$ cat src/design/rsp_pkg.sv
package rsp_pkg;
    // Register byte offsets
    localparam logic [4:0] ADDR_CFG = 5'h00;
    localparam logic [4:0] ADDR_TXDATA = 5'h04;
    localparam logic [4:0] ADDR_RXDATA = 5'h08;
    localparam logic [4:0] ADDR_STATUS = 5'h0c;
    localparam logic [4:0] ADDR_CTRL = 5'h10;

    // Configuration register fields
    localparam int CFG_SERIAL_BIT = 0;
    localparam int CFG_ADDR_LSB = 1;
    localparam int CFG_ADDR_MSB = 5;
    localparam int CFG_BAUD_LSB = 6;
    localparam int CFG_BAUD_MSB = 8;
    localparam int CFG_PAR_LSB = 9;
    localparam int CFG_PAR_MSB = 10;

    // Status register fields
    localparam int ST_RXVALID = 8;
    localparam int ST_TXFULL = 9;
    localparam int ST_TXBUSY = 10;
    localparam int ST_DTR = 11;
    localparam int ST_DSR = 12;
    localparam int ST_FRAMEERR = 13;
    localparam int ST_PARERR = 14;
    localparam int ST_OVERRUN = 15;
    localparam int ST_NEWLINE = 16;
    localparam int ST_RESPPEND = 17;

    // Control register fields
    localparam int CTRL_RESP_PEND = 0;
    localparam int CTRL_RESP_LAST = 1;

    // Parity modes, each also fixing the data width
    typedef enum logic [1:0] {
        RSP_PAR_NONE = 2'b00,
        RSP_PAR_EVEN = 2'b01,
        RSP_PAR_ODD = 2'b10
    } rsp_parity_t;

    // Factory defaults and legal ranges
    localparam logic DEF_SERIAL = 1'b0;
    localparam logic [4:0] DEF_BUS_ADDR = 5'h05;
    localparam logic [4:0] BUS_ADDR_MAX = 5'h1e;
    localparam logic [2:0] DEF_BAUD_SEL = 3'h5;
    localparam logic [2:0] BAUD_SEL_MAX = 3'h5;
    localparam rsp_parity_t DEF_PARITY = RSP_PAR_NONE;

    // Bit rates, indexed by the baud select
    localparam int NUM_RATES = 6;
    localparam int BAUD_RATE [NUM_RATES] = '{300, 600, 1200, 2400, 4800, 9600};
    localparam int DIV_W = 20;

    // Frame shape
    localparam logic [3:0] DATA_BITS_NOPAR = 4'h8;
    localparam logic [3:0] DATA_BITS_PAR = 4'h7;

    // Receive buffer
    localparam int RX_DEPTH = 128;
    localparam int RX_PTR_W = 7;
    localparam logic [7:0] RX_HIGH_WATER = 8'h64;
    localparam logic [7:0] NEWLINE_CHAR = 8'h0a;

    // Serial state machines
    typedef enum logic [2:0] {
        RSP_IDLE = 3'b000,
        RSP_START = 3'b001,
        RSP_DATA = 3'b010,
        RSP_PARITY = 3'b011,
        RSP_STOP1 = 3'b100,
        RSP_STOP2 = 3'b101
    } rsp_state_t;
endpackage : rsp_pkg

$ cat src/design/rsp_bit_timer.sv
`timescale 1ns/1ps
module rsp_bit_timer (
    // Clock and reset
    input wire logic clk,
    input wire logic rst_n,
    // Control
    input wire logic [rsp_pkg::DIV_W-1:0] divisor,
    input wire logic restart,
    // Ticks
    output logic midTick,
    output logic endTick
);
    import rsp_pkg::*;

    logic [DIV_W-1:0] count;

    // Free-running bit period counter, realigned on restart
    always_ff @(posedge clk) begin
        if (!rst_n || restart) begin
            count <= '0;
        end else if (count >= divisor - 20'h1) begin
            count <= '0;
        end else begin
            count <= count + 20'h1;
        end
    end

    // Mid tick samples the bit centre, end tick closes a bit
    always_comb begin
        midTick = !restart && (count == (divisor >> 1));
        endTick = !restart && (count >= divisor - 20'h1);
    end
endmodule : rsp_bit_timer

$ cat src/design/rsp_serial_port.sv
// Function
// Exactly one remote interface enabled
// Parallel bus selected by default
// Interface select survives remote reset
// Bus address accepted only 0 to 30
// Bus address defaults to 5
// Bus address survives remote reset
// Six bit rates set bit timing
// Bit rate defaults to 9600
// Bit rate survives remote reset
// Parity mode fixes data width
// Default no parity, 8 data bits
// Parity setting survives remote reset
// One start bit per character
// Two stop bits per character
// Start, data, parity, stop order
// Terminal role: DTR out, DSR in
// Settings change only from local side
// DTR false near 100 buffered characters
// Host stops within 10 characters
// Send only while DSR true
// DTR false until response sent
// Parity even or odd, LSB first
// Receive centre sampling, stop check
`timescale 1ns/1ps
module rsp_serial_port #(
    parameter int CLK_HZ = 125000000
) (
    // Clock and reset
    input wire logic clk,
    input wire logic rst_n,
    // Local register bus
    input wire logic [4:0] address,
    input wire logic read,
    input wire logic write,
    input wire logic [31:0] writedata,
    input wire logic [3:0] byteenable,
    output logic [31:0] readdata,
    output logic waitrequest,
    // Remote clear from command layer
    input wire logic remoteClear,
    // Interface selection
    output logic busEnable,
    output logic serialEnable,
    output logic [4:0] busAddrOut,
    // Serial pins
    input wire logic rxd,
    output logic txd,
    output logic dtr,
    input wire logic dsr
);
    import rsp_pkg::*;

    logic ifaceSerial;
    logic [4:0] busAddr;
    logic [2:0] baudSel;
    rsp_parity_t parity;
    logic [DIV_W-1:0] divisor;
    logic [3:0] dataBits;
    logic accept;
    logic cfgWe;
    logic rxdMeta, rxdSync, rxdLast, dsrMeta, dsrSync;
    logic [7:0] txHold;
    logic txFull;
    logic txLoad;
    rsp_state_t txState;
    logic [7:0] txShift;
    logic [3:0] txBitCnt;
    logic txParAcc;
    logic txMid, txEnd;
    rsp_state_t rxState;
    logic [7:0] rxShift;
    logic [3:0] rxBitCnt;
    logic rxParAcc;
    logic rxStartEdge, rxMid, rxEnd;
    logic [7:0] rxByte;
    logic rxPush, rxPop;
    logic [7:0] rxMem [RX_DEPTH];
    logic [RX_PTR_W-1:0] rxWrPtr, rxRdPtr;
    logic [7:0] rxCount;
    logic frameErr, parErr, overrun;
    logic newlineSeen, respPending, respLast, respDone;

    // Divisor per bit rate, folded to constants by the loop
    // rate to divisor
    always_comb begin
        divisor = 20'(CLK_HZ / BAUD_RATE[NUM_RATES-1]);
        for (int i = 0; i < NUM_RATES; i++) begin
            if (baudSel == 3'(i)) begin
                divisor = 20'(CLK_HZ / BAUD_RATE[i]);
            end
        end
    end

    // parity sets data width
    assign dataBits = (parity == RSP_PAR_NONE) ? DATA_BITS_NOPAR : DATA_BITS_PAR;

    // Pins from the host cross two flip-flops first
    always_ff @(posedge clk) begin
        if (!rst_n) begin
            rxdMeta <= 1'b1;
            rxdSync <= 1'b1;
            rxdLast <= 1'b1;
            dsrMeta <= 1'b0;
            dsrSync <= 1'b0;
        end else begin
            rxdMeta <= rxd;
            rxdSync <= rxdMeta;
            rxdLast <= rxdSync;
            dsrMeta <= dsr;
            dsrSync <= dsrMeta;
        end
    end

    // Bus handshake; a full transmit holding register stalls the write
    assign accept = (read || write) && waitrequest
        && !(write && address == ADDR_TXDATA && txFull);
    assign cfgWe = accept && write && address == ADDR_CFG && byteenable[1:0] == 2'b11;

    always_ff @(posedge clk) begin
        if (!rst_n) begin
            waitrequest <= 1'b1;
        end else begin
            waitrequest <= !accept;
        end
    end

    // Settings held as if in nonvolatile store; remote clear never touches them
    // survive remote clear
    // local bus only writes
    always_ff @(posedge clk) begin
        if (!rst_n) begin
            // factory defaults
            ifaceSerial <= DEF_SERIAL;
            busAddr <= DEF_BUS_ADDR;
            baudSel <= DEF_BAUD_SEL;
            parity <= DEF_PARITY;
        end else if (cfgWe) begin
            ifaceSerial <= writedata[CFG_SERIAL_BIT];
            // reject out of range
            if (writedata[CFG_ADDR_MSB:CFG_ADDR_LSB] <= BUS_ADDR_MAX) begin
                busAddr <= writedata[CFG_ADDR_MSB:CFG_ADDR_LSB];
            end
            // only six rates
            if (writedata[CFG_BAUD_MSB:CFG_BAUD_LSB] <= BAUD_SEL_MAX) begin
                baudSel <= writedata[CFG_BAUD_MSB:CFG_BAUD_LSB];
            end
            if (writedata[CFG_PAR_MSB:CFG_PAR_LSB] != 2'b11) begin
                parity <= rsp_parity_t'(writedata[CFG_PAR_MSB:CFG_PAR_LSB]);
            end
        end
    end

    // one interface at a time
    always_ff @(posedge clk) begin
        if (!rst_n) begin
            busEnable <= 1'b1;
            serialEnable <= 1'b0;
            busAddrOut <= DEF_BUS_ADDR;
        end else begin
            busEnable <= !ifaceSerial;
            serialEnable <= ifaceSerial;
            busAddrOut <= busAddr;
        end
    end

    // Read data and side effects of a read
    assign rxPop = accept && read && address == ADDR_RXDATA && rxCount != 8'h00;

    always_ff @(posedge clk) begin
        if (!rst_n) begin
            readdata <= 32'h0;
        end else if (accept && read) begin
            unique case (address)
                ADDR_CFG: readdata <= {21'h0, parity, baudSel, busAddr, ifaceSerial};
                ADDR_RXDATA: readdata <= {23'h0, rxCount != 8'h00, rxMem[rxRdPtr]};
                ADDR_STATUS: readdata <= {14'h0, respPending, newlineSeen, overrun, parErr,
                    frameErr, dsrSync, dtr, txState != RSP_IDLE, txFull, rxCount != 8'h00,
                    rxCount};
                ADDR_CTRL: readdata <= {30'h0, respLast, respPending};
                default: readdata <= 32'h0;
            endcase
        end
    end

    // Transmit holding register; remote clear drops pending output
    // start only with DSR true
    assign txLoad = txState == RSP_IDLE && txFull && dsrSync && ifaceSerial;

    always_ff @(posedge clk) begin
        if (!rst_n || remoteClear) begin
            txFull <= 1'b0;
            txHold <= 8'h00;
        end else if (accept && write && address == ADDR_TXDATA && byteenable[0]) begin
            txFull <= 1'b1;
            txHold <= writedata[7:0];
        end else if (txLoad) begin
            txFull <= 1'b0;
        end
    end

    rsp_bit_timer txTimer (
        .clk(clk),
        .rst_n(rst_n),
        .divisor(divisor),
        .restart(txLoad),
        .midTick(txMid),
        .endTick(txEnd)
    );

    // Transmit frame sequencer
    // frame order
    always_ff @(posedge clk) begin
        if (!rst_n) begin
            txState <= RSP_IDLE;
            txd <= 1'b1;
            txShift <= 8'h00;
            txBitCnt <= 4'h0;
            txParAcc <= 1'b0;
        end else begin
            unique case (txState)
                RSP_IDLE: begin
                    txd <= 1'b1;
                    if (txLoad) begin
                        // single start bit
                        txd <= 1'b0;
                        txShift <= txHold;
                        txParAcc <= parity == RSP_PAR_ODD;
                        txState <= RSP_START;
                    end
                end
                RSP_START: begin
                    if (txEnd) begin
                        // least significant first
                        txd <= txShift[0];
                        txParAcc <= txParAcc ^ txShift[0];
                        txShift <= txShift >> 1;
                        txBitCnt <= 4'h1;
                        txState <= RSP_DATA;
                    end
                end
                RSP_DATA: begin
                    if (txEnd && txBitCnt == dataBits) begin
                        txd <= (parity == RSP_PAR_NONE) ? 1'b1 : txParAcc;
                        txState <= (parity == RSP_PAR_NONE) ? RSP_STOP1 : RSP_PARITY;
                    end else if (txEnd) begin
                        txd <= txShift[0];
                        txParAcc <= txParAcc ^ txShift[0];
                        txShift <= txShift >> 1;
                        txBitCnt <= txBitCnt + 4'h1;
                    end
                end
                RSP_PARITY: begin
                    if (txEnd) begin
                        txd <= 1'b1;
                        txState <= RSP_STOP1;
                    end
                end
                // two stop bits
                RSP_STOP1: begin
                    if (txEnd) begin
                        txState <= RSP_STOP2;
                    end
                end
                RSP_STOP2: begin
                    if (txEnd) begin
                        txState <= RSP_IDLE;
                    end
                end
                default: begin
                    txState <= RSP_IDLE;
                    txd <= 1'b1;
                end
            endcase
        end
    end

    // Receive start edge realigns the bit timer
    assign rxStartEdge = rxState == RSP_IDLE && rxdLast && !rxdSync && ifaceSerial;

    rsp_bit_timer rxTimer (
        .clk(clk),
        .rst_n(rst_n),
        .divisor(divisor),
        .restart(rxStartEdge),
        .midTick(rxMid),
        .endTick(rxEnd)
    );

    // A 7-bit character lands one place high in the shifter
    assign rxByte = (parity == RSP_PAR_NONE) ? rxShift : {1'b0, rxShift[7:1]};
    assign rxPush = rxState == RSP_STOP2 && rxMid;

    // Receive frame sequencer, sampling at bit centres
    // centre sampling
    always_ff @(posedge clk) begin
        if (!rst_n) begin
            rxState <= RSP_IDLE;
            rxShift <= 8'h00;
            rxBitCnt <= 4'h0;
            rxParAcc <= 1'b0;
        end else begin
            unique case (rxState)
                RSP_IDLE: begin
                    if (rxStartEdge) begin
                        rxState <= RSP_START;
                    end
                end
                RSP_START: begin
                    if (rxMid) begin
                        rxState <= rxdSync ? RSP_IDLE : RSP_DATA;
                        rxBitCnt <= 4'h0;
                        rxParAcc <= parity == RSP_PAR_ODD;
                    end
                end
                RSP_DATA: begin
                    if (rxMid) begin
                        rxShift <= {rxdSync, rxShift[7:1]};
                        rxParAcc <= rxParAcc ^ rxdSync;
                        rxBitCnt <= rxBitCnt + 4'h1;
                        if (rxBitCnt == dataBits - 4'h1) begin
                            rxState <= (parity == RSP_PAR_NONE) ? RSP_STOP1 : RSP_PARITY;
                        end
                    end
                end
                RSP_PARITY: begin
                    if (rxMid) begin
                        rxState <= RSP_STOP1;
                    end
                end
                RSP_STOP1: begin
                    if (rxMid) begin
                        rxState <= RSP_STOP2;
                    end
                end
                RSP_STOP2: begin
                    if (rxMid) begin
                        rxState <= RSP_IDLE;
                    end
                end
                default: begin
                    rxState <= RSP_IDLE;
                end
            endcase
        end
    end

    // Error flags; a new error wins over a clear in the same cycle
    always_ff @(posedge clk) begin
        if (!rst_n) begin
            frameErr <= 1'b0;
            parErr <= 1'b0;
            overrun <= 1'b0;
        end else begin
            if (accept && write && address == ADDR_STATUS && byteenable[1]) begin
                frameErr <= frameErr && !writedata[ST_FRAMEERR];
                parErr <= parErr && !writedata[ST_PARERR];
                overrun <= overrun && !writedata[ST_OVERRUN];
            end
            // stop bits must be high
            if ((rxState == RSP_STOP1 || rxState == RSP_STOP2) && rxMid && !rxdSync) begin
                frameErr <= 1'b1;
            end
            // parity check
            if (rxState == RSP_PARITY && rxMid && (rxParAcc ^ rxdSync)) begin
                parErr <= 1'b1;
            end
            if (rxPush && rxCount == 8'(RX_DEPTH)) begin
                overrun <= 1'b1;
            end
        end
    end

    // Receive buffer; remote clear empties it
    always_ff @(posedge clk) begin
        if (rxPush && rxCount != 8'(RX_DEPTH)) begin
            rxMem[rxWrPtr] <= rxByte;
        end
    end

    always_ff @(posedge clk) begin
        if (!rst_n || remoteClear) begin
            rxWrPtr <= '0;
            rxRdPtr <= '0;
            rxCount <= 8'h00;
        end else begin
            if (rxPush && rxCount != 8'(RX_DEPTH)) begin
                rxWrPtr <= rxWrPtr + 7'h1;
            end
            if (rxPop) begin
                rxRdPtr <= rxRdPtr + 7'h1;
            end
            rxCount <= rxCount + 8'(rxPush && rxCount != 8'(RX_DEPTH)) - 8'(rxPop);
        end
    end

    // Response bookkeeping: firmware marks a pending reply and its last byte
    assign respDone = respLast && !txFull && txState == RSP_IDLE;

    always_ff @(posedge clk) begin
        if (!rst_n || remoteClear) begin
            respPending <= 1'b0;
            respLast <= 1'b0;
            newlineSeen <= 1'b0;
        end else begin
            if (respDone) begin
                respPending <= 1'b0;
                respLast <= 1'b0;
                newlineSeen <= 1'b0;
            end
            if (accept && write && address == ADDR_CTRL && byteenable[0]) begin
                respPending <= respPending || writedata[CTRL_RESP_PEND];
                respLast <= respLast || writedata[CTRL_RESP_LAST];
            end
            if (rxPush && rxByte == NEWLINE_CHAR) begin
                newlineSeen <= 1'b1;
            end
        end
    end

    // terminal ready output
    // hold off near full
    // hold off while replying
    always_ff @(posedge clk) begin
        if (!rst_n) begin
            dtr <= 1'b0;
        end else begin
            dtr <= ifaceSerial && rxCount < RX_HIGH_WATER && !(respPending && newlineSeen);
        end
    end
endmodule : rsp_serial_port

$ cat config.mk
export PLATFORM = sky130hd
export DESIGN_NAME = rsp_serial_port
export DESIGN_NICKNAME = d
export VERILOG_FILES = /design/src/design/rsp_pkg.sv /design/src/design/rsp_bit_timer.sv /design/src/design/rsp_serial_port.sv
export SDC_FILE = /design/constraint.sdc
export NUM_CORES = 1
export LEC_CHECK = 0
export BUFFER_PORTS_ARGS = -buffer_cell sky130_fd_sc_hd__buf_4
export CAP_MARGIN = 20
export CELL_PAD_IN_SITES_DETAIL_PLACEMENT = 2
export CELL_PAD_IN_SITES_GLOBAL_PLACEMENT = 2
export CORE_UTILIZATION = 52
export CTS_CLUSTER_SIZE = 10
export DETAILED_ROUTE_END_ITERATION = 8
export MAX_ROUTING_LAYER = met4
export PLACE_DENSITY = 0.89
export RECOVER_POWER = 50
export SYNTH_ARGS = -nofsm -noshare
export SYNTH_HDL_FRONTEND = slang
export SYNTH_SLANG_ARGS = --single-unit
$ cat constraint.sdc
create_clock -name clk -period 10 [get_ports clk]
set_input_delay 1 -clock clk [delete_from_list [all_inputs] [get_ports clk]]
set_output_delay 1 -clock clk [all_outputs]
set_load 0.05 [all_outputs]
==> results.cfg, run 1 <==
[yosys]
synth_area_per_cell_sq_um = 17.8
async_flop_share_pct = 0
synth.most_common_cell = edfxtp_1
ys_types = 81
syn_area_sq_mm = 0.0481
synth_flop_cell = edfxtp_1
syn-instance-count = 2704
synth_edf_count = 1024
synth_top_area_share_pct = 63.9
synth_common_cells = edfxtp_1, mux4_2, nor2_1, dfxtp_1, nand2_1
ys_ff_latch = 1184
netlist_top_cells_area = edfxtp_1, mux4_2, dfxtp_1
synth_top_cell_by_area = edfxtp_1
seq_area_frac_synth_pct = 70.5
synth_warnings = 0

[status]
firstError = [ERROR DPL-0033] detailed placement checks failed during check placement.
outcome = aborted with a tool error
haltStage = detailed placement (3_5_place_dp)

[die]
initial_core_util_pct = 52.5
die_y_microns = 306
row_count = 111
ios = 90
die_w_microns = 306

[placed_design]
place_congestion = 0.852
port_buffers = 55
hpwl_microns = 102000
[stage by stage]
step	hold WS [ns]	cells	cell area, sq um
after floorplan	0.386	2718	48200
after global placement	0.393	3835	49700
[cells by family after synthesis]
| logic type | after synthesis | share of synthesized area [%] |
|---|---|---|
| AO/OA/AOI/OAI | 227 | 3.08 |
| multiplexers | 382 | 16.3 |
| AND/OR/NAND/NOR | 586 | 5.56 |
| buffers and inverters | 202 | 1.79 |
| adder cells (fa/ha/maj) | 63 | 1.63 |
| flip-flops | 1184 | 70.5 |
| other | 2 | 0.0156 |
| XOR/XNOR | 58 | 1.06 |
==> run 2, diff against run 1 <==
Settings changed: CELL_PAD_IN_SITES_DETAIL_PLACEMENT 2 to unset, CELL_PAD_IN_SITES_GLOBAL_PLACEMENT 2 to unset, CORE_UTILIZATION 52 to 40, CTS_CLUSTER_SIZE 10 to unset, MAX_ROUTING_LAYER met4 to unset, PLACE_DENSITY 0.89 to unset, PLACE_DENSITY_LB_ADDON set to 0.15.
==> results.cfg, run 2 <==
[setup_path]
ff2ff_path_depth = 4
cp.arrival_ns = 6.66
cp-start-kind = flop
cp_max_fo = 96
required_ns = 9.85
r2r_slack_ns = 3.19
crit_type = flop to flop
r2r-end = rxMem[40][0]
timing.rr.start = parity[1]
cp-end-kind = flop

[grt]
gr-usage-all-layers_pct = 18.6
grt_pass1_vias = 24949
grt-ovfl-total = 0
grt_first_pass_wirelength_microns = 166000
antenna_found_initial = 0
grt_max_degree = 104

[yosys]
synth_common_cells = edfxtp_1, mux4_2, nor2_1, dfxtp_1, nand2_1
seq_area_frac_synth_pct = 70.5
syn_area_sq_mm = 0.0481
synth_area_per_cell_sq_um = 17.8
synth_edf_count = 1024
netlist_top_cells_area = edfxtp_1, mux4_2, dfxtp_1
ys_ff_latch = 1184
ys_types = 81
synth_top_area_share_pct = 63.9
async_flop_share_pct = 0
synth.most_common_cell = edfxtp_1
synth_flop_cell = edfxtp_1
synth_warnings = 0
syn-instance-count = 2704
synth_top_cell_by_area = edfxtp_1

[worst_hold_path]
hold_path_class = flop to flop
min_to = rxdSync
hold_depth = 1
hp-start = rxdMeta

[sta]
min_period_ns = 6.81
slew_headroom_pct = -208
final-max-slew-violation-count = 1022
clock_skew_ns = 0.0493
finalHoldViolCount = 0
setup_viol = 0
rsz0062_at_grt = false
fin_crit_sh_pct = 68.1
fmax_mhz = 147
final.setup.tns_ns = 0
worst_slew_pin_slew_ns = 4.63

[die]
initial_core_util_pct = 40.6
die_w_microns = 349
core_area_sq_mm = 0.119
dieArea_sq_mm = 0.122
die_y_microns = 349
ios = 90
row_count = 126

[finish]
fin_nets = 2876
top_regs = rxMem x1024, rxTimer.count x20, txTimer.count x20
mostFrequentLayoutCells = edfxtp_1, mux4_2, nor2_1
layout_commonest_cell = edfxtp_1
antenna_cells = 0
finalNonFillerCells = 4464
design_area_sq_mm = 0.0537
largest_register_ff_count = 1024
top_register = rxMem
layout-drive-gt1-share_pct = 19.8
syn2layout_area_growth_pct = 11.6

[routing]
vias = 24616
firstDrtPassIters = 6
drtAntennaViolNets = 0
drcViolationCount = 0
via_per_inst = 5.51
wl_per_cell_microns = 25.3
drt_iter0_drc = 2131
wirelength_microns = 113000

[power_and_ir_drop]
powerDensity_mw_per_mm2 = 178
p_leak_nw = 16.5
ir_worst_vdd_v = 0.000153

[clock_tree]
clkSlewWorstSetupHoldPaths_ns = 0.06
cts_setup_buffers = 0
cts_max_level = 3
ctsResizeCount = 0
postCtsHoldBufs = 0
cts_buffers = 119
clock-root-buffer = clkbuf_16
insertion_delay_ns = 0.73
cts_tree = done
cts.sinks = 1184
clockBufferDepth = 3

[placed_design]
hpwl_microns = 68600
dp.cells = 4247
dpl_cell_area_sq_mm = 0.0503
port_buffers = 55
place_congestion = 0.826

[status]
violations = capacitance limit, slew limit
outcome = complete, but fails checks

[run]
max-cap-violations = 18
==> run 2: cell counts after synthesis <==
Identical to the previous run, type by type.
==> run 2: worst max path at each step <==
| stage | start | to | cells past startpoint |
|---|---|---|---|
| 2_1_floorplan | address[4] | rxCount[6] | 19 |
| 3_3_place_gp | baudSel[2] | rxMem[48][0] | 9 |
| 3_5_place_dp | baudSel[2] | rxMem[48][0] | 9 |
| 4_1_cts | baudSel[2] | rxMem[4][5] | 9 |
| 5_1_grt | parity[1] | rxMem[6][0] | 4 |
| 6_report | parity[1] | rxMem[40][0] | 4 |
==> run 2: per-layer routing <==
metal | vias to the layer above | track usage (%) | wire [microns]
met5 | - | 0 | 0
met4 | 0 | 5.40 | 3170
met3 | 171 | 2.82 | 5500
met2 | 626 | 29.4 | 53700
met1 | 12954 | 26.7 | 50500
li1 | 10865 | - | -
==> run 2: area by class of cell <==
cell class / count / area [sq um]
Multi-Input combinational cell: 1332 / 13400
Clock buffer: 145 / 3100
Sequential cell: 1184 / 34000
Fill cell: 10214 / 65000
Inverter: 41 / 154
Tap cell: 1600 / 2000
Timing Repair Buffer: 91 / 558
Clock inverter: 71 / 559
==> run 2: worst max-delay path: stages, from the launching register on <==
cell	delay (ns)
dfxtp_1	0.34
nor2_1	0.49
clkbuf_1	0.59
mux2_1	1.17
clkbuf_1	3.31
==> run 2: power breakdown <==
group,switching (mW),internal (mW),total [mW]
Combinational,0.0410,0.0170,0.0580
Clock,1.86,2.37,4.22
Sequential,0.00568,5.29,5.29
==> run 2: through the flow <==
step                hold WS (ns)  power (mW)  worst slack, ns  util, %
floorplan                  0.386        5.44             6.07        -
global placement           0.403        5.46             4.91     42.3
detailed placement         0.400        5.46             4.83     42.3
CTS                        0.415        9.67             4.78     45.4
global route               0.445        9.84             2.57     45.3
finish                     0.414        9.58             3.19     45.3
==> run 2: cell families (layout without fill, tap and decap cells) <==
kind of cell / count (synthesis) / after routing / share of synthesized area [%]
flip-flops: 1184 / 1184 / 70.5
AND/OR/NAND/NOR: 586 / 586 / 5.56
multiplexers: 382 / 382 / 16.3
AO/OA/AOI/OAI: 227 / 227 / 3.08
buffers and inverters: 202 / 348 / 1.79
adder cells (fa/ha/maj): 63 / 63 / 1.63
XOR/XNOR: 58 / 58 / 1.06
other: 2 / 16 / 0.0156
Power figures use the tool's default switching activity.
==> run 3, diff against run 2 <==
Settings changed: ABC_AREA set to 1.
Clock period 10 ns to 7.1 ns, I/O delays scaled along.
==> results.cfg, run 3 <==
[routing]
firstDrtPassIters = 9
wirelength_microns = 136000
drcViolationCount = 12
vias = 33842
via_per_inst = 5.34
drtAntennaViolNets = 0
drt_iter0_drc = 2971
wl_per_cell_microns = 21.4

[die]
die_y_microns = 355
row_count = 129
core_area_sq_mm = 0.124
ios = 90
initial_core_util_pct = 40.3
die_w_microns = 355
dieArea_sq_mm = 0.126

[sta]
final.setup.tns_ns = 0
fin_crit_sh_pct = 80.0
slew_headroom_pct = -172
min_period_ns = 5.68
finalHoldViolCount = 0
clock_skew_ns = 0.0288
fmax_mhz = 176
final-max-slew-violation-count = 777
setup_viol = 0
worst_slew_pin_slew_ns = 4.08
rsz0062_at_grt = false

[yosys]
synth_top_cell_by_area = edfxtp_1
seq_area_frac_synth_pct = 68.0
synth_common_cells = edfxtp_1, nand2_1, nor2_1, o21ai_0, nand3_1
synth_area_per_cell_sq_um = 10.8
ys_ff_latch = 1184
netlist_top_cells_area = edfxtp_1, dfxtp_1, nand2_1
syn-instance-count = 4623
synth_flop_cell = edfxtp_1
synth_top_area_share_pct = 61.6
async_flop_share_pct = 0
synth_warnings = 0
ys_types = 47
synth_edf_count = 1024
synth.most_common_cell = edfxtp_1
syn_area_sq_mm = 0.0499

[setup_path]
crit_type = flop to flop
path_cells = nor2_2 -> clkbuf_1 -> o21a_1 -> clkinvlp_2 -> clkbuf_2
cp_top_family = buffers and inverters
path_buf_inv = 3
crit_slowest_cell = clkinvlp_2
cp.arrival_ns = 5.80
cp_max_fo = 68
cp-start-kind = flop
required_ns = 7.22
cp-end-kind = flop
max_stage_delay_ns = 1.94

[finish]
design_area_sq_mm = 0.0557
mostFrequentLayoutCells = edfxtp_1, nand2_1, nor2_1
fin_nets = 4706
largest_register_ff_count = 1024
layout-drive-gt1-share_pct = 6.11
top_regs = rxMem x1024, rxTimer.count x20, txTimer.count x20
top_register = rxMem
syn2layout_area_growth_pct = 11.5
layout_commonest_cell = edfxtp_1
final_util_pct = 45.0

[grt]
gr-usage-all-layers_pct = 21.4
antenna_found_initial = 1
grt_max_degree = 193
grt-ovfl-total = 0
grt_pass1_vias = 32516
grt_first_pass_wirelength_microns = 204000

[power_and_ir_drop]
p_leak_nw = 18.0
intPower_mw = 11.3
powerDensity_mw_per_mm2 = 258
power_frac_seq_pct = 52.3
ir_worst_vdd_v = 0.000246
switching_share_pct = 21.8
power_frac_comb_pct = 2.7
p_clk_share_pct = 45.0
power.switching_mw = 3.13

[clock_tree]
clkSlewWorstSetupHoldPaths_ns = 0.06
cts_tree = done
cts.sinks = 1184
ctsResizeCount = 0
clock-root-buffer = clkbuf_16
insertion_delay_ns = 0.75
clockBufferDepth = 3
cts_max_level = 4
postCtsHoldBufs = 0
cts_buffers = 132
cts_setup_buffers = 0

[placed_design]
place_congestion = 0.866
hpwl_microns = 77000
dpl_cell_area_sq_mm = 0.0518
port_buffers = 55

[worst_hold_path]
hold_path_class = primary input to flop

[status]
violations = DRC, capacitance limit, slew limit
outcome = complete, but fails checks

[run]
max-cap-violations = 14
## run 3: changes by cell type after synthesis, moves of 31 or more
cell	change
o22ai_1	+179
o21ai_0	+423
mux4_2	-320
nand3_1	+416
mux2i_1	-31
inv_1	+180
nor2_1	+343
clkbuf_1	+116
nand2_1	+722
a21oi_1	+70
## run 3: worst min-delay path, stage by stage
cell and delay, ns:
buf_4 0.08, nand2_1 0.05, inv_1 0.04
## run 3: area by class of cell
type,count,area [sq um]
antenna,1,2.50
clock buffer,160,3450
clock inverter,75,626
fill,11519,68100
inverter,230,883
multi-input combinational,2954,14100
sequential,1184,34000
tap,1637,2050
timing repair buffer,97,617
## run 3: power by group through the flow
stage / Sequential (mW) / Clock (mW) / Combinational (mW)
after floorplan: 7.67 / 0 / 0.297
after global placement: 7.67 / 0 / 0.383
after detailed placement: 7.67 / 0 / 0.390
after CTS: 7.52 / 6.59 / 0.391
after global routing: 7.52 / 6.87 / 0.449
final: 7.52 / 6.48 / 0.386
## run 3: cell families after synthesis
group | count (synthesis) | synth area share, %
other | 2 | 0.0150
flip-flops | 1184 | 68.0
XOR/XNOR | 31 | 0.544
AND/OR/NAND/NOR | 2027 | 17.1
buffers and inverters | 499 | 3.97
adder cells (fa/ha/maj) | 59 | 1.49
AO/OA/AOI/OAI | 820 | 8.82
multiplexers | 1 | 0.0200
## run 3: final timing paths
kind / start / to / slack [ns] / depth (start not counted)
max: parity[0] / rxMem[69][1] / 1.42 / 5
min: dsr / dsrMeta / 0.16 / 3
max reg2reg: parity[0] / rxMem[69][1] / 1.42 / 5
min reg2reg: dsrMeta / dsrSync / 0.42 / 2
## run 3: stage by stage
step	hold slack, ns	instances	setup slack [ns]	power [mW]
after floorplan	0.390	4637	0.233	7.97
after global placement	0.398	6101	1.64	8.05
after detailed placement	0.400	6101	1.69	8.06
after CTS	0.0958	6336	2.48	14.5
after global routing	0.130	6337	1.10	14.8
final	0.157	6338	1.42	14.4
## run 3: per-layer routing
layer,vias up,track usage [%],part of all wire [%]
met2,843,35.4,48
met3,184,3.03,5.0
met4,0,6.28,2.2
met5,-,0,0
met1,16582,29.3,45
li1,16233,-,-
